--- config.mk ---
export PLATFORM = sky130hd
export DESIGN_NAME = bcrs_top
export DESIGN_NICKNAME = d
export VERILOG_FILES = /design/src/rtl/bcrs_pkg.sv /design/src/rtl/bcrs_top.sv
export SDC_FILE = /design/constraint.sdc
export NUM_CORES = 1
export LEC_CHECK = 0
export ABC_AREA = 1
export BUFFER_PORTS_ARGS = -buffer_cell sky130_fd_sc_hd__buf_2
export CORE_MARGIN = 2
export CORE_UTILIZATION = 35
export CTS_CLUSTER_SIZE = 10
export DETAILED_ROUTE_END_ITERATION = 16
export SLEW_MARGIN = 0
export SYNTH_ARGS = -nofsm -noshare
export SYNTH_HDL_FRONTEND = slang
export SYNTH_SLANG_ARGS = --single-unit
--- constraint.sdc ---
create_clock -name clk -period 2.99 [get_ports clk]
set_clock_uncertainty 0.1 [all_clocks]
set_input_delay 0.299 -clock clk [delete_from_list [all_inputs] [get_ports clk]]
set_output_delay 0.299 -clock clk [all_outputs]
set_load 0.005 [all_outputs]
--- src/rtl/bcrs_pkg.sv ---
// Constants, report bit layout and states for the report and sequencing block
package bcrs_pkg;
  // ==========================================================
  // Clock and times
  localparam int CLK_MHZ = 100;
  localparam int HALT_REQ_MIN_NS = 1000;
  localparam int IRQ_PULSE_NS = 250;
  localparam int GAP_US = 20;
  localparam int ST_TIMEOUT_US = 800;
  localparam int RX_ACK_NS = 750;
  localparam int TX_ACK_NS = 13500;
  localparam int HALT_REQ_CYC = (HALT_REQ_MIN_NS * CLK_MHZ + 999) / 1000;
  localparam int IRQ_CYC = (IRQ_PULSE_NS * CLK_MHZ + 999) / 1000;
  localparam int GAP_CYC = GAP_US * CLK_MHZ;
  localparam int ST_TIMEOUT_CYC = ST_TIMEOUT_US * CLK_MHZ;
  localparam int RX_ACK_CYC = RX_ACK_NS * CLK_MHZ / 1000;
  localparam int TX_ACK_CYC = TX_ACK_NS * CLK_MHZ / 1000;
  localparam int BUSY_WORDS = 32;
  // ==========================================================
  // Report store locations
  localparam logic [1:0] LOC_REPORT = 2'h0;
  localparam logic [1:0] LOC_RX_STATUS = 2'h1;
  localparam logic [1:0] LOC_TX_STATUS = 2'h2;
  // ==========================================================
  // Report word bit positions
  // fixed flag bits
  localparam int B_TX_TIMEOUT = 0;
  localparam int B_HANDSHAKE = 1;
  localparam int B_LOOP = 2;
  localparam int B_PROG_HALT = 3;
  localparam int B_RETRY = 4;
  localparam int B_WC_LOW = 5;
  localparam int B_WC_HIGH = 6;
  localparam int B_CMD_ERR = 7;
  localparam int B_TX_MISS = 8;
  localparam int B_TX_FLAG = 9;
  localparam int B_RX_MISS = 10;
  localparam int B_RX_FLAG = 11;
  localparam int B_TO_BUS0 = 12;
  localparam int B_TO_BUS1 = 13;
  localparam int B_TRAFFIC = 14;
  localparam logic [15:0] REPORT_RST = 16'h0000;
  // ==========================================================
  // Sequencer states
  typedef enum logic [6:0] {
    S_HALTED = 7'h01,
    S_ARMED = 7'h02,
    S_EXEC = 7'h04,
    S_WR_REP = 7'h08,
    S_WR_RX = 7'h10,
    S_WR_TX = 7'h20,
    S_GAP = 7'h40
  } bcrs_state_t;
endpackage

--- src/rtl/bcrs_top.sv ---
// Report store writer and instruction sequencer for the bus controller
`timescale 1ns/1ps
`default_nettype none
module bcrs_top #(
  parameter int GAP_CYCLES = bcrs_pkg::GAP_CYC,
  parameter int ST_TIMEOUT_CYCLES = bcrs_pkg::ST_TIMEOUT_CYC,
  parameter int CNT_W = 17
) (
  // Clock and reset
  input wire logic clk,
  input wire logic resetn,
  // Subsystem sequencing pins
  input wire logic halt_request_n,
  output logic halted_ack_n,
  output logic table_advance_strobe_n,
  output logic interrupt_request_n,
  // Store addressing and write data
  output logic store_select_n,
  output logic direction_select_n,
  output logic location_bit_low,
  output logic location_bit_high,
  output logic store_write_n,
  output logic [15:0] store_wdata,
  // Message engine events, same clock
  output logic exec_start,
  output logic exec_abort,
  input wire logic msg_done,
  input wire logic retry_start,
  input wire logic int_always,
  input wire logic int_cond,
  input wire logic self_test,
  input wire logic bus_sel,
  input wire logic noop_instr,
  input wire logic tx_active,
  input wire logic tx_timeout,
  input wire logic loop_fail,
  input wire logic cmd_error,
  input wire logic wc_low,
  input wire logic wc_high,
  input wire logic tx_missing,
  input wire logic rx_missing,
  input wire logic tx_stat_bad,
  input wire logic rx_stat_bad,
  input wire logic rx_status_valid,
  input wire logic [15:0] rx_status,
  input wire logic tx_status_valid,
  input wire logic [15:0] tx_status,
  input wire logic [15:0] rx_cmd,
  input wire logic [15:0] tx_cmd,
  input wire logic xfer_req,
  input wire logic xfer_is_tx,
  input wire logic xfer_ack,
  input wire logic bus_data_word,
  input wire logic bus_cmd_stat_word,
  input wire logic bus_quiet
);
  // ==========================================================
  // Pin synchroniser
  logic hr_s1_q, hr_s1_d, hr_s2_q, hr_s2_d;
  always_comb begin
    hr_s1_d = halt_request_n;
    hr_s2_d = hr_s1_q;
  end
  always_ff @(posedge clk) begin
    if (!resetn) begin
      hr_s1_q <= 1'b0;
      hr_s2_q <= 1'b0;
    end else begin
      hr_s1_q <= hr_s1_d;
      hr_s2_q <= hr_s2_d;
    end
  end

  // Saturating counter step
  function automatic logic [CNT_W-1:0] inc_sat(input logic [CNT_W-1:0] v);
    inc_sat = (&v) ? v : v + 1'b1;
  endfunction

  // ==========================================================
  // Report flags
  bcrs_pkg::bcrs_state_t st_q, st_d;
  logic [15:0] rep_q, rep_d, rxs_q, rxs_d, txs_q, txs_d;
  logic [CNT_W-1:0] ack_q, ack_d, st_cnt_q, st_cnt_d, busy_q, busy_d;
  logic irq_evt_q, irq_evt_d;
  logic hs_fail, st_fail, busy_bus, new_cycle, clr_msg;
  always_comb begin
    new_cycle = (st_q == bcrs_pkg::S_ARMED) && (st_d == bcrs_pkg::S_EXEC);
    clr_msg = new_cycle || retry_start;
    // Acknowledge timer, limit depends on direction
    ack_d = xfer_req && !xfer_ack ? inc_sat(ack_q) : '0;
    hs_fail = xfer_req && !xfer_ack &&
      (ack_q >= CNT_W'(xfer_is_tx ? bcrs_pkg::TX_ACK_CYC
                                  : bcrs_pkg::RX_ACK_CYC));
    // Self test timeout watchdog
    st_cnt_d = (self_test && st_q == bcrs_pkg::S_EXEC) ? inc_sat(st_cnt_q) : '0;
    st_fail = self_test && (st_cnt_q == CNT_W'(ST_TIMEOUT_CYCLES));
    // Contiguous data word run after a command or status word
    busy_d = busy_q;
    if (bus_quiet || bus_cmd_stat_word) busy_d = '0;
    else if (bus_data_word) busy_d = inc_sat(busy_q);
    busy_bus = busy_q > CNT_W'(bcrs_pkg::BUSY_WORDS);
    rep_d = rep_q;
    if (new_cycle) begin
      rep_d[bcrs_pkg::B_PROG_HALT] = 1'b0;
      rep_d[bcrs_pkg::B_RETRY] = 1'b0;
      rep_d[bcrs_pkg::B_CMD_ERR] = 1'b0;
    end
    if (clr_msg) begin
      rep_d[bcrs_pkg::B_WC_LOW] = 1'b0;
      rep_d[bcrs_pkg::B_WC_HIGH] = 1'b0;
      rep_d[bcrs_pkg::B_TX_MISS] = 1'b0;
      rep_d[bcrs_pkg::B_RX_MISS] = 1'b0;
      rep_d[bcrs_pkg::B_TX_FLAG] = 1'b0;
      rep_d[bcrs_pkg::B_RX_FLAG] = 1'b0;
    end
    if (bus_quiet) rep_d[bcrs_pkg::B_TRAFFIC] = 1'b0;
    // Sets follow clears so a same-cycle event wins
    if (st_q == bcrs_pkg::S_EXEC) begin
      if ((tx_timeout && tx_active) || st_fail) begin
        rep_d[bcrs_pkg::B_TX_TIMEOUT] = 1'b1;
      end
      if (tx_timeout || st_fail) begin
        rep_d[bus_sel ? bcrs_pkg::B_TO_BUS1 : bcrs_pkg::B_TO_BUS0] = 1'b1;
      end
      if (hs_fail) rep_d[bcrs_pkg::B_HANDSHAKE] = 1'b1;
      if (loop_fail && tx_active) rep_d[bcrs_pkg::B_LOOP] = 1'b1;
      if (int_always) rep_d[bcrs_pkg::B_PROG_HALT] = 1'b1;
      if (retry_start) rep_d[bcrs_pkg::B_RETRY] = 1'b1;
      if (wc_low) rep_d[bcrs_pkg::B_WC_LOW] = 1'b1;
      if (wc_high) rep_d[bcrs_pkg::B_WC_HIGH] = 1'b1;
      if (cmd_error) rep_d[bcrs_pkg::B_CMD_ERR] = 1'b1;
      if (tx_missing) rep_d[bcrs_pkg::B_TX_MISS] = 1'b1;
      if (rx_missing) rep_d[bcrs_pkg::B_RX_MISS] = 1'b1;
      if (tx_stat_bad) rep_d[bcrs_pkg::B_TX_FLAG] = 1'b1;
      if (rx_stat_bad) rep_d[bcrs_pkg::B_RX_FLAG] = 1'b1;
    end
    if (new_cycle && busy_bus) rep_d[bcrs_pkg::B_TRAFFIC] = 1'b1;
  end

  // ==========================================================
  // Status copies and interrupt cause latch
  always_comb begin
    rxs_d = rxs_q;
    txs_d = txs_q;
    irq_evt_d = new_cycle ? 1'b0 : irq_evt_q;
    // self test copies commands at fetch
    if (new_cycle && self_test) begin
      rxs_d = rx_cmd;
      txs_d = tx_cmd;
    end else begin
      if (rx_status_valid) rxs_d = rx_status;
      if (tx_status_valid) txs_d = tx_status;
    end
    if (st_q == bcrs_pkg::S_EXEC) begin
      if (int_always || int_cond || cmd_error || hs_fail || st_fail ||
          (loop_fail && tx_active) || (tx_timeout && tx_active)) begin
        irq_evt_d = 1'b1;
      end
    end
    if (new_cycle && busy_bus) irq_evt_d = 1'b1;
  end

  // ==========================================================
  // Sequencer
  logic [CNT_W-1:0] cnt_q, cnt_d, irq_cnt_q, irq_cnt_d;
  logic first_q, first_d, hr_prev_q, hr_prev_d, adv_q, adv_d;
  logic wr_q, wr_d, abort_q, abort_d, start_q, start_d;
  logic [1:0] loc_q, loc_d;
  logic [15:0] wdata_q, wdata_d;
  logic dir_q, dir_d, sel_n_q, sel_n_d;
  logic skip_q, skip_d, irq_n_q, irq_n_d, hlt_n_q, hlt_n_d;
  always_comb begin
    st_d = st_q;
    cnt_d = cnt_q;
    first_d = first_q;
    hr_prev_d = hr_s2_q;
    adv_d = 1'b1;
    wr_d = 1'b1;
    sel_n_d = 1'b1;
    dir_d = 1'b1;
    loc_d = loc_q;
    wdata_d = wdata_q;
    start_d = 1'b0;
    abort_d = 1'b0;
    skip_d = skip_q;
    irq_cnt_d = (irq_cnt_q != '0) ? irq_cnt_q - 1'b1 : '0;
    case (st_q)
      bcrs_pkg::S_HALTED: begin
        // rising request must stay high long enough
        cnt_d = '0;
        if (hr_s2_q && !hr_prev_q) st_d = bcrs_pkg::S_ARMED;
      end
      bcrs_pkg::S_ARMED: begin
        cnt_d = inc_sat(cnt_q);
        if (!hr_s2_q) st_d = bcrs_pkg::S_HALTED;
        else if (cnt_q >= CNT_W'(bcrs_pkg::HALT_REQ_CYC - 1)) begin
          st_d = bcrs_pkg::S_EXEC;
          start_d = !first_q && !busy_bus;
          // Nothing started, so execution ends at once
          skip_d = first_q || busy_bus;
          first_d = 1'b0;
        end
      end
      bcrs_pkg::S_EXEC: begin
        sel_n_d = 1'b0;
        abort_d = hs_fail || cmd_error || st_fail ||
          (tx_active && loop_fail);
        if (msg_done || noop_instr || abort_d || skip_q) begin
          st_d = bcrs_pkg::S_WR_REP;
        end
        cnt_d = '0;
      end
      bcrs_pkg::S_WR_REP: begin
        sel_n_d = 1'b0;
        dir_d = 1'b0;
        wr_d = 1'b0;
        loc_d = bcrs_pkg::LOC_REPORT;
        wdata_d = rep_q;
        st_d = bcrs_pkg::S_WR_RX;
      end
      bcrs_pkg::S_WR_RX: begin
        sel_n_d = 1'b0;
        dir_d = 1'b0;
        wr_d = 1'b0;
        loc_d = bcrs_pkg::LOC_RX_STATUS;
        wdata_d = rxs_q;
        st_d = bcrs_pkg::S_WR_TX;
      end
      bcrs_pkg::S_WR_TX: begin
        sel_n_d = 1'b0;
        dir_d = 1'b0;
        wr_d = 1'b0;
        loc_d = bcrs_pkg::LOC_TX_STATUS;
        wdata_d = txs_q;
        if (irq_evt_q) begin
          irq_cnt_d = CNT_W'(bcrs_pkg::IRQ_CYC);
          st_d = bcrs_pkg::S_HALTED;
        end else if (hr_s2_q) begin
          adv_d = 1'b0;
          st_d = bcrs_pkg::S_GAP;
        end else begin
          st_d = bcrs_pkg::S_HALTED;
        end
      end
      bcrs_pkg::S_GAP: begin
        cnt_d = inc_sat(cnt_q);
        if (cnt_q >= CNT_W'(GAP_CYCLES - 1)) begin
          cnt_d = CNT_W'(bcrs_pkg::HALT_REQ_CYC);
          st_d = bcrs_pkg::S_ARMED;
        end
      end
      default: st_d = bcrs_pkg::S_HALTED;
    endcase
    // Interrupt pin follows its counter
    irq_n_d = (irq_cnt_d == '0);
    // halted lags the state so the last write ends first
    hlt_n_d = (st_q != bcrs_pkg::S_HALTED);
  end

  // Register everything; outputs come straight from flops
  always_ff @(posedge clk) begin
    if (!resetn) begin
      st_q <= bcrs_pkg::S_HALTED;
      rep_q <= bcrs_pkg::REPORT_RST;
      rxs_q <= 16'h0000;
      txs_q <= 16'h0000;
      ack_q <= '0;
      st_cnt_q <= '0;
      busy_q <= '0;
      irq_evt_q <= 1'b0;
      cnt_q <= '0;
      irq_cnt_q <= '0;
      first_q <= 1'b1;
      hr_prev_q <= 1'b1;
      adv_q <= 1'b1;
      wr_q <= 1'b1;
      abort_q <= 1'b0;
      start_q <= 1'b0;
      loc_q <= 2'h0;
      wdata_q <= 16'h0000;
      dir_q <= 1'b1;
      sel_n_q <= 1'b1;
      skip_q <= 1'b0;
      irq_n_q <= 1'b1;
      hlt_n_q <= 1'b0;
    end else begin
      st_q <= st_d;
      rep_q <= rep_d;
      rxs_q <= rxs_d;
      txs_q <= txs_d;
      ack_q <= ack_d;
      st_cnt_q <= st_cnt_d;
      busy_q <= busy_d;
      irq_evt_q <= irq_evt_d;
      cnt_q <= cnt_d;
      irq_cnt_q <= irq_cnt_d;
      first_q <= first_d;
      hr_prev_q <= hr_prev_d;
      adv_q <= adv_d;
      wr_q <= wr_d;
      abort_q <= abort_d;
      start_q <= start_d;
      loc_q <= loc_d;
      wdata_q <= wdata_d;
      dir_q <= dir_d;
      sel_n_q <= sel_n_d;
      skip_q <= skip_d;
      irq_n_q <= irq_n_d;
      hlt_n_q <= hlt_n_d;
    end
  end

  // Output mapping, pin named halt_request_n is the active-high request
  always_comb begin
    halted_ack_n = hlt_n_q;
    table_advance_strobe_n = adv_q;
    interrupt_request_n = irq_n_q;
    store_select_n = sel_n_q;
    direction_select_n = dir_q;
    location_bit_low = loc_q[0];
    location_bit_high = loc_q[1];
    store_write_n = wr_q;
    store_wdata = wdata_q;
    exec_start = start_q;
    exec_abort = abort_q;
  end
endmodule
`default_nettype wire

==> results of run 1 <==
power by group:
group | internal (µW) | switching [µW] | leakage (µW)
clock network | 1520 | 959 | 0.000320
logic | 531 | 849 | 0.00263
registers | 2400 | 103 | 0.00138
critical path, stage by stage, from the launching register on:
cell and delay [ns]:
dfxtp_1 0.33, ha_1 0.21, nand2_1 0.09, nor2_1 0.05
inv_1 0.06, nor3_1 0.06, inv_1 0.06, nor3_1 0.04
ha_2 0.21, nor3_1 0.39, nand4_1 0.20, inv_2 0.11
nand2_1 0.08, nor2_1 0.13, nand3_1 0.11, o21ai_1 0.14
a21oi_1 0.05
synth_stat cells (6+ instances only):
| cell type | count | area [µm²] |
|---|---|---|
| nand2_1 | 258 | 968 |
| dfxtp_1 | 170 | 3400 |
| inv_1 | 135 | 507 |
| nor2_1 | 133 | 499 |
| a21oi_1 | 67 | 335 |
| nand3_1 | 61 | 305 |
| o21ai_0 | 55 | 275 |
| nand2_2 | 35 | 219 |
| nor3_1 | 33 | 165 |
| o21ai_2 | 29 | 254 |
| a21oi_2 | 28 | 245 |
| clkbuf_1 | 21 | 78.8 |
| nand4_1 | 20 | 125 |
| xor2_1 | 19 | 166 |
| ha_1 | 15 | 188 |
| inv_2 | 15 | 56.3 |
| nor2_4 | 7 | 78.8 |
| o21ai_1 | 7 | 35.0 |
| a221oi_1 | 6 | 52.6 |
| a31oi_1 | 6 | 37.5 |
state kept, by name, summed over array words and instances (netlist names), 15 cells and up:
register / count
rxs_q: 16
store_wdata: 16
irq_cnt_q: 17
txs_q: 16
st_cnt_q: 17
ack_q: 17
cnt_q: 17
rep_q: 15
busy_q: 17
path summary, 6_finish.rpt:
check,from,endpoint,slack (ns),cells after the start
setup / recovery,ack_q[0],ack_q[15],0.44,16
setup reg to reg,ack_q[0],ack_q[15],0.44,16
hold reg to reg,hr_s1_q,hr_prev_d,0.33,2
hold / removal,bus_sel,rep_q[13],0.04,3
area by class of cell:
cell class / count / area (µm²) / area share
Clock inverter: 13 / 214 / 0.0207
Multi-Input combinational cell: 846 / 4530 / 0.438
Sequential cell: 170 / 3400 / 0.329
Tap cell: 324 / 405 / 0.0391
Clock buffer: 19 / 443 / 0.0428
Timing Repair Buffer: 138 / 778 / 0.0752
Inverter: 153 / 579 / 0.0559
stage by stage:
stage | power [µW] | hold WS, ns | setup WS (ns) | area (µm²)
2_1_floorplan | 3600 | 0.290 | 0.570 | 8760
3_3_place_gp | 3920 | 0.305 | 0.441 | 9590
3_5_place_dp | 3920 | 0.305 | 0.350 | 9590
4_1_cts | 6420 | 0.0296 | 0.301 | 10300
5_1_grt | 6740 | 0.0532 | 0.0494 | 10400
6_report | 6360 | 0.0418 | 0.438 | 10400
cells by family (layout without fill, tap and decap cells):
kind of cell / count (synthesis) / count (layout) / share of synthesized area
adder cells (fa/ha/maj): 15 / 15 / 0.0214
AO/OA/AOI/OAI: 225 / 225 / 0.167
AND/OR/NAND/NOR: 582 / 582 / 0.305
buffers and inverters: 191 / 323 / 0.0949
XOR/XNOR: 24 / 24 / 0.0240
flip-flops: 170 / 170 / 0.388
routing by layer:
layer / up-vias / track usage / wire length (µm)
li1: 4183 / - / -
met1: 3641 / 0.226 / 10600
met2: 157 / 0.268 / 9650
met3: 21 / 0.0345 / 938
met4: 0 / 0.0503 / 320
met5: - / 0 / 0
timing repair:
item,in CTS,in global routing
setup buffers,0,2
hold buffers,9,0
endpoints found under the setup margin,0,1
hold endpoints to repair,9,0
gates resized for setup,0,1
==> impl_results.md, run 1 <==
- Power density over the cells: 614 mW/mm²
- Synthesized Nets: 1314
- Wire per inst: 12.9 µm
- DRC: 0
- YS warnings: 0
- Via count: 8002
- Share of the yosys chip area belonging to registers: 0.388
- Most frequent cells in the layout: 258 x nand2_1, 170 x dfxtp_1, 135 x inv_1
- Core Region: 0.0245 mm²
- Placed insts: 1620
- Post-Route WL: 21.5 mm
- Largest net degree at the start of global routing: 43
- Dpl hpwl: 15.9 mm
- Critical path launch point type: flip-flop
- Share of cells above drive strength 1: 0.223
- Number of max-cap violations: 0
- Fmax: 392 MHz
- Final non-filler cell total: 1663
- Post-synth top flop: dfxtp_1
- Final Cycle Share: 0.853
- Die width: 162 µm
- Gr usage total: 0.167
- Rel. slew slack: 0.506
- Hold crit path type: in -> reg
- First-pass GRT wire length: 35.8 mm
- Mapped Area: 0.00876 mm²
- Root buf cell: clkbuf_16
- Kind of critical path: reg -> reg
- Max Root-Sink Buffers: 2
- # fillers: 2524
- Max Slew Vio Count: 0
- CTS tree: built
- Inserted Diodes: 0
- Cells after Synth: 1207
- FFs w/ async S/R, synth: 0
- Site Rows: 57
- IO Pins: 118
- Port Buf Inserts: 117
- Final Util: 0.423
- Status: finished, final reports clean
- EDFF count, synth: 0
- Placer congestion estimate: 0.813
- Final setup TNS: 0 ns
- RSZ-0062 raised after global routing: false
- Effective utilization at floorplan: 0.358
- Via density: 4.81
- Area Growth Syn to Fin: 18.1%
- Setup crit end kind: flip-flop
- Required time of the critical path: 3.20 ns
- Leak pwr: 0.00433 µW
- Max VDD drop: 0.419 mV
- Antenna viol nets, final: 0
- GRT overflow: 0
- Most common cell after layout, fill and taps aside: nand2_1
- Syn avg cell area: 7.26 µm²
- Final hold violations: 0
- Initial antenna violation count: 0
- Worst path arrival time: 2.77 ns
- Iteration-0 DRC count of the detailed router: 394
- Die area: 0.0263 mm²
- # setup viols final: 0
- Worst skew pair latency: 0.43 ns
- Final-stage net count: 1433
- CTS Buf Count: 17
- Worst Path Max Fanout: 4
- Pre-antenna DRT Iters: 4
- Slew @ Worst Pin: 0.734 ns
- Clk sinks: 170
- H-tree Lvls: 4
- Die H: 162 µm
- Vias in the first global route: 7399
- CTS clk-pin slew, worst paths: 0.07 ns
- Final Critical Period: 2.55 ns
- Count of cell types in the netlist: 57
- Synth Register Bits: 170
Power figures use the tool's default switching activity.
==> run 2, diff against run 1 <==
--- a/config.mk
+++ b/config.mk
@@ -7,7 +7,6 @@
 export LEC_CHECK = 0
 export ABC_AREA = 1
 export BUFFER_PORTS_ARGS = -buffer_cell sky130_fd_sc_hd__buf_2
-export CORE_MARGIN = 2
 export CORE_UTILIZATION = 35
 export CTS_CLUSTER_SIZE = 10
 export DETAILED_ROUTE_END_ITERATION = 16
==> run 2 against run 1 <==
  * Largest cell class unchanged
  * Sequential share of layout area rose by 0.14 points
  * Combinational power barely moved
  * Worst setup slack improved by 0.0067 ns
  * Utilization fell by 0.18 points
  * Final area fell by 0.42%
==> impl_results.md, run 2 (same netlist as run 1, synthesis figures left out) <==
- Status: finished, final reports clean
- Site Rows: 57 (unchanged)
- Max VDD drop: 0.392 mV (-6.4%)
- Number of max-cap violations: 0 (unchanged)
- RSZ-0062 raised after global routing: false
- Max Root-Sink Buffers: 2 (unchanged)
- Clk sinks: 170 (unchanged)
- Setup crit end kind: flip-flop
- Core Region: 0.0245 mm² (unchanged)
- Root buf cell: clkbuf_16
- Share of power burned in registers: 0.407 (+0.013)
- Die H: 160 µm (-1.2%)
- H-tree Lvls: 4 (unchanged)
- Buf/Inv on CP: 2 (-1)
- Placer congestion estimate: 0.869 (+6.8%)
- Most common cell after layout, fill and taps aside: nand2_1
- # fillers: 2508 (-0.63%)
- Area Growth Syn to Fin: 17.6%
- Iteration-0 DRC count of the detailed router: 445 (+13%)
- CTS clk-pin slew, worst paths: 0.07 ns (about the same)
- Slew @ Worst Pin: 0.662 ns (-0.0719 ns)
- Final Critical Period: 2.55 ns (-0.00665 ns)
- Rel. slew slack: 0.555 (+0.0483)
- Final WS setup: 0.445 ns (+0.00665 ns)
- Via count: 7939 (-0.79%)
- Share of cells above drive strength 1: 0.224 (+0.00108)
- Final Cycle Share: 0.851 (-0.00223)
- CP Depth: 16 (unchanged)
- Max Slew Vio Count: 0 (unchanged)
- Hold Crit Depth: 2 (-1)
- Power density over the cells: 597 mW/mm² (-2.7%)
- Crit path cell chain: ha_1 -> inv_1 -> nor3_1 -> inv_1 -> nor3_1 -> ha_1 -> nor3_1 -> nand2_1 -> nor2_1 -> nand2_1 -> nor2_4 -> nand3_1 -> nor2_1 -> nand3_1 -> nand2_1 -> a21oi_1
- Most frequent cells in the layout: 258 x nand2_1, 170 x dfxtp_1, 135 x inv_1
- Clock power share: 0.369 (-0.020)
- Antenna viol nets, final: 0 (unchanged)
- Via density: 4.78 (-0.67%)
- Port Buf Inserts: 117 (unchanged)
- DP Worst Slack: 0.352 ns (+0.00184 ns)
- R2r endpoint: st_cnt_q[15]
- Hold crit path type: in -> reg
- Slowest-stage cell, CP: dfxtp_1
- Pint: 4270 µW (-4.1%)
- Psw: 1890 µW (-0.89%)
- Fmax: 393 MHz (+0.26%)
- GRT overflow: 0 (unchanged)
- Reg2reg setup slack: 0.44 ns (about the same)
- First-pass GRT wire length: 35.8 mm (about the same)
- Leak pwr: 0.00430 µW (-0.63%)
- Wire per inst: 12.7 µm (-2.0%)
- # setup viols final: 0 (unchanged)
- Largest net degree at the start of global routing: 54 (+26%)
- Initial antenna violation count: 0 (unchanged)
- Kind of critical path: reg -> reg
- Worst skew pair latency: 0.42 ns (about the same)
- Die area: 0.0257 mm² (-2.4%)
- Post-Route WL: 21.0 mm (-2.1%)
- Dpl hpwl: 15.9 mm (about the same)
- Vias in the first global route: 7386 (-0.18%)
- Worst Setup SP: st_cnt_q[1]
- Required time of the critical path: 3.21 ns (about the same)
- Switch share: 0.307 (+0.00700)
- Critical R2R Launch: st_cnt_q[1]
- Worst Path Max Fanout: 8 (+4)
- R2R depth: 16 (unchanged)
- CP top delay family: simple AND/OR/NAND/NOR gates
- Effective utilization at floorplan: 0.358 (unchanged)
- Worst path arrival time: 2.76 ns (about the same)
- CTS Buf Count: 17 (unchanged)
- Comb power frac: 0.224 (+0.007)
- Inserted Diodes: 0 (unchanged)
- Final setup TNS: 0 ns (unchanged)
- IO Pins: 118 (unchanged)
- Critical path launch point type: flip-flop
- Pre-antenna DRT Iters: 5 (+1)
- Final-stage net count: 1431 (-0.14%)
- Gr usage total: 0.170 (+0.00290)
- CTS tree: built
- Placed insts: 1619 (-0.062%)
- Worst path max stage delay: 0.34 ns (-0.05 ns)
- Final hold violations: 0 (unchanged)
- Final non-filler cell total: 1661 (-0.12%)
- DRC: 0 (unchanged)
- Die width: 160 µm (-1.2%)
- CP endpoint: st_cnt_q[15]
==> run 2: worst register-to-register path: stages, from the launching register on <==
cell and delay [ns]:
dfxtp_1 0.34, ha_1 0.20, inv_1 0.07, nor3_1 0.04
inv_1 0.08, nor3_1 0.05, ha_1 0.27, nor3_1 0.28
nand2_1 0.10, nor2_1 0.12, nand2_1 0.13, nor2_4 0.15
nand3_1 0.10, nor2_1 0.20, nand3_1 0.10, nand2_1 0.07
a21oi_1 0.03
==> run 2: final cells by class <==
type                    count  area (µm²)  area share
repair buffers            136         773      0.0750
well taps                 324         405      0.0393
clock buffers              21         480      0.0466
inverters                 153         579      0.0562
clock inverters            11         133      0.0129
multi-input cells         846        4540       0.440
flip-flops and latches    170        3400       0.330
==> run 2: worst min-delay path by stage <==
stage,startpoint,endpoint,slack (ns)
2_1_floorplan,hr_s1_q,hr_prev_d,0.29
3_3_place_gp,hr_s1_q,hr_prev_d,0.31
3_5_place_dp,hr_s1_q,hr_prev_d,0.31
4_1_cts,retry_start,rep_q[4],0.005
5_1_grt,retry_start,rep_q[4],0.04
6_report,retry_start,rep_q[4],0.02
==> run 2: power by group through the flow <==
| stage | Combinational [µW] | Sequential, µW | Clock [µW] |
|---|---|---|---|
| 6_report | 1380 | 2500 | 2280 |
| 5_1_grt | 1620 | 2520 | 2420 |
| 4_1_cts | 1390 | 2500 | 2320 |
| 3_5_place_dp | 1380 | 2560 | 0 |
| 3_3_place_gp | 1370 | 2550 | 0 |
| 2_1_floorplan | 1070 | 2530 | 0 |
==> run 2: layer usage <==
metal / wire length, µm / GRT usage
met3: 992 / 0.0325
met4: 204 / 0.0390
met2: 9480 / 0.273
met1: 10400 / 0.234
met5: 0 / 0
==> run 2: through the flow <==
stage	utilization	hold WS, ns	instance area (µm²)	power, µW
after detailed placement	0.392	0.310	9600	3930
after global routing	0.422	0.0353	10300	6560
after global placement	0.392	0.312	9600	3920
after CTS	0.421	0.00509	10300	6220
after floorplan	-	0.290	8760	3600
final	0.422	0.0221	10300	6160
==> run 2: repair_timing <==
action / in CTS / in global routing
hold buffers: 8 / 0
endpoints found under the hold margin: 8 / 0
gates resized for setup: 0 / 2
setup buffers: 0 / 2
setup endpoints to repair: 0 / 3
==> run 3, diff against run 2 <==
==> constraint.sdc (replaced) <==
create_clock -name clk -period 2.1 [get_ports clk]
set_clock_uncertainty 0.1 [all_clocks]
set_input_delay 0.21 -clock clk [delete_from_list [all_inputs] [get_ports clk]]
set_output_delay 0.21 -clock clk [all_outputs]
set_load 0.005 [all_outputs]
==> run 3 against run 2 <==
  * Highest routed layer unchanged
  * Critical endpoint is now ack_q[4]
  * Combinational power grew 64%
  * The run now ends with setup timing left
  * Total power up 47%
  * Register-to-register slack got worse by 0.62 ns
  * Sequential share of layout area shrank 4.6 points
  * Critical path type unchanged
  * Worst hold slack got worse by 0.00086 ns
==> impl_results.md, run 3 (same netlist as run 1, synthesis figures left out) <==
- GRT overflow: 0 (unchanged)
- Effective utilization at floorplan: 0.358 (unchanged)
- R2r endpoint: ack_q[4]
- Clk sinks: 170 (unchanged)
- R2R depth: 18 (+2)
- Final-stage net count: 1583 (+11%)
- Required time of the critical path: 2.32 ns (-0.89 ns)
- Max VDD drop: 0.498 mV (+27%)
- Via density: 4.76 (-0.49%)
- Via count: 8618 (+8.6%)
- Reg2reg setup slack: -0.18 ns (-0.62 ns)
- Share of cells above drive strength 1: 0.348 (+0.124)
- Final Cycle Share: 1.08 (+0.233)
- Buf/Inv on CP: 7 (+5)
- Dpl hpwl: 16.4 mm (+3.5%)
- Max Root-Sink Buffers: 2 (unchanged)
- Vias in the first global route: 8257 (+12%)
- Root buf cell: clkbuf_16
- Initial antenna violation count: 0 (unchanged)
- Most frequent cells in the layout: 234 x nand2_1, 152 x dfxtp_1, 126 x inv_1
- Hold EP: rep_q[7]
- Die area: 0.0257 mm² (unchanged)
- Iteration-0 DRC count of the detailed router: 432 (-2.9%)
- Worst Path Max Fanout: 4 (-4)
- Die H: 160 µm (unchanged)
- Violated checks: setup timing
- GRT met1 Usage: 0.231 (-0.00232)
- Worst path max stage delay: 0.33 ns (about the same)
- Placer congestion estimate: 0.856 (-1.4%)
- Port Buf Inserts: 117 (unchanged)
- Number of max-cap violations: 0 (unchanged)
- Busiest grt layer: met2
- Antenna viol nets, final: 0 (unchanged)
- Core Region: 0.0245 mm² (unchanged)
- CTS Buf Count: 17 (unchanged)
- Met3 Resource Use GR: 0.0353 (+0.00286)
- CTS clk-pin slew, worst paths: 0.06 ns (about the same)
- Placed insts: 1685 (+4.1%)
- Final hold violations: 0 (unchanged)
- Critical R2R Launch: ack_q[7]
- Kind of critical path: reg -> reg
- Final WS setup: -0.177 ns (-0.622 ns)
- CP top delay family: simple AND/OR/NAND/NOR gates
- Final Critical Period: 2.28 ns (-0.268 ns)
- Fmax: 439 MHz (+12%)
- Wire per inst: 13.0 µm (+2.4%)
- Slew @ Worst Pin: 0.599 ns (-0.0632 ns)
- Hold crit path type: in -> reg
- CP dominant cell by count: inv_2
- # setup viols final: 15 (+15)
- CTS tree: built
- GR met2 Demand/Resource: 0.316 (+0.0433)
- Gr usage total: 0.184 (+0.0141)
- H-tree Lvls: 4 (unchanged)
- Rel. slew slack: 0.601 (+0.0462)
- Leak pwr: 0.00513 µW (+19%)
- Worst skew pair latency: 0.42 ns (about the same)
- Pre-antenna DRT Iters: 5 (unchanged)
- # fillers: 2326 (-7.3%)
- Site Rows: 57 (unchanged)
- Critical path launch point type: flip-flop
- Crit path cell chain: nand2_2 -> nor2_4 -> inv_2 -> nor2_1 -> inv_1 -> nor2_2 -> inv_2 -> nor3_4 -> inv_2 -> nor3_2 -> ha_2 -> buf_4 -> buf_6 -> buf_6 -> nor2_4 -> nand2_2 -> xor2_1 -> nor2_1
- Final non-filler cell total: 1812 (+9.1%)
- Largest net degree at the start of global routing: 42 (-22%)
- Worst path arrival time: 2.49 ns (-0.27 ns)
- Area Growth Syn to Fin: 37.7%
- Power density over the cells: 751 mW/mm² (+26%)
- Inserted Diodes: 0 (unchanged)
- RSZ-0062 raised after global routing: true
- Die width: 160 µm (unchanged)
- Post-Route WL: 23.5 mm (+12%)
- IO Pins: 118 (unchanged)
- Slowest-stage cell, CP: dfxtp_2
- DRC: 0 (unchanged)
- Hold Crit Depth: 3 (+1)
- Max Slew Vio Count: 0 (unchanged)
- Final setup TNS: -1.34 ns (-1.34 ns)
- Status: complete, but fails checks
- Setup crit end kind: flip-flop
- First-pass GRT wire length: 38.7 mm (+8.2%)
- Hold Crit Start: cmd_error
- DP Worst Slack: -0.157 ns (-0.508 ns)
- Most common cell after layout, fill and taps aside: nand2_1
-- run 3: changes by cell type in the layout (fill, tap and decap cells not counted), moves of 8 or more --
cell,previous run,this run
buf_6,0,8
dlygate4sd3_1,8,46
nor2_2,5,13
nand2_2,35,54
dfxtp_2,0,17
nand3_1,61,52
nor2_4,7,20
nor3_1,32,24
nor2_1,133,112
nand2_1,258,234
dfxtp_1,170,152
buf_4,9,114
inv_1,135,126
-- run 3: routing by layer --
layer  share of wire  vias up  wire, µm
met3           0.040       26       931
met1            0.46     3955     10900
met4           0.016        0       369
met2            0.48      159     11300
li1                -     4478         -
met5               0        -         0
-- run 3: final cells by class --
class / count / area (µm²) / area share
multi-input cells: 846 / 4980 / 0.413
flip-flops and latches: 170 / 3430 / 0.284
repair buffers: 288 / 2060 / 0.171
inverters: 153 / 589 / 0.0488
clock buffers: 22 / 464 / 0.0385
well taps: 324 / 405 / 0.0336
clock inverters: 9 / 140 / 0.0116
-- run 3: power by group --
part / switching [µW] / internal, µW / total [µW]
sequential: 153 / 3420 / 3570
combinational: 1310 / 961 / 2270
clock: 1280 / 1940 / 3220
total: 2750 / 6320 / 9070
-- run 3: metrics by stage --
stage	hold WS, ns	power (µW)	cell area (µm²)	util
2_1_floorplan	0.202	5120	8850	-
3_3_place_gp	0.307	5660	10200	0.416
3_5_place_dp	0.314	5680	10200	0.416
4_1_cts	0.00432	8980	11600	0.475
5_1_grt	0.0283	9620	12100	0.493
6_report	0.0212	9070	12100	0.493
-- run 3: how the worst max path moves through the flow --
stage,from,to,slack [ns],depth (start not counted)
floorplan,ack_q[0],ack_q[15],-0.05,17
global placement,ack_q[7],ack_q[15],-0.07,19
detailed placement,busy_q[1],busy_q[15],-0.16,14
CTS,ack_q[8],ack_q[15],-0.08,19
global route,ack_q[6],ack_q[4],-0.32,18
finish,ack_q[7],ack_q[4],-0.18,18
-- run 3: what timing repair did --
action                     CTS  global route
resized for setup           40            97
buffers inserted            31            21
setup endpoints to repair   43            90
hold buffers                45             1
hold endpoints to repair    45             1
gates cloned                 1             0
pin swaps                   22            44
-- run 3: worst reg2reg max path, stage by stage, from the launching register on --
cell and delay (ns):
dfxtp_2 0.33, nand2_2 0.07, nor2_4 0.10, inv_2 0.04, nor2_1 0.08, inv_1 0.07
nor2_2 0.13, inv_2 0.07, nor3_4 0.16, inv_2 0.07, nor3_2 0.13, ha_2 0.24
buf_4 0.12, buf_6 0.09, buf_6 0.10, nor2_4 0.04, nand2_2 0.06, xor2_1 0.13
nor2_1 0.06
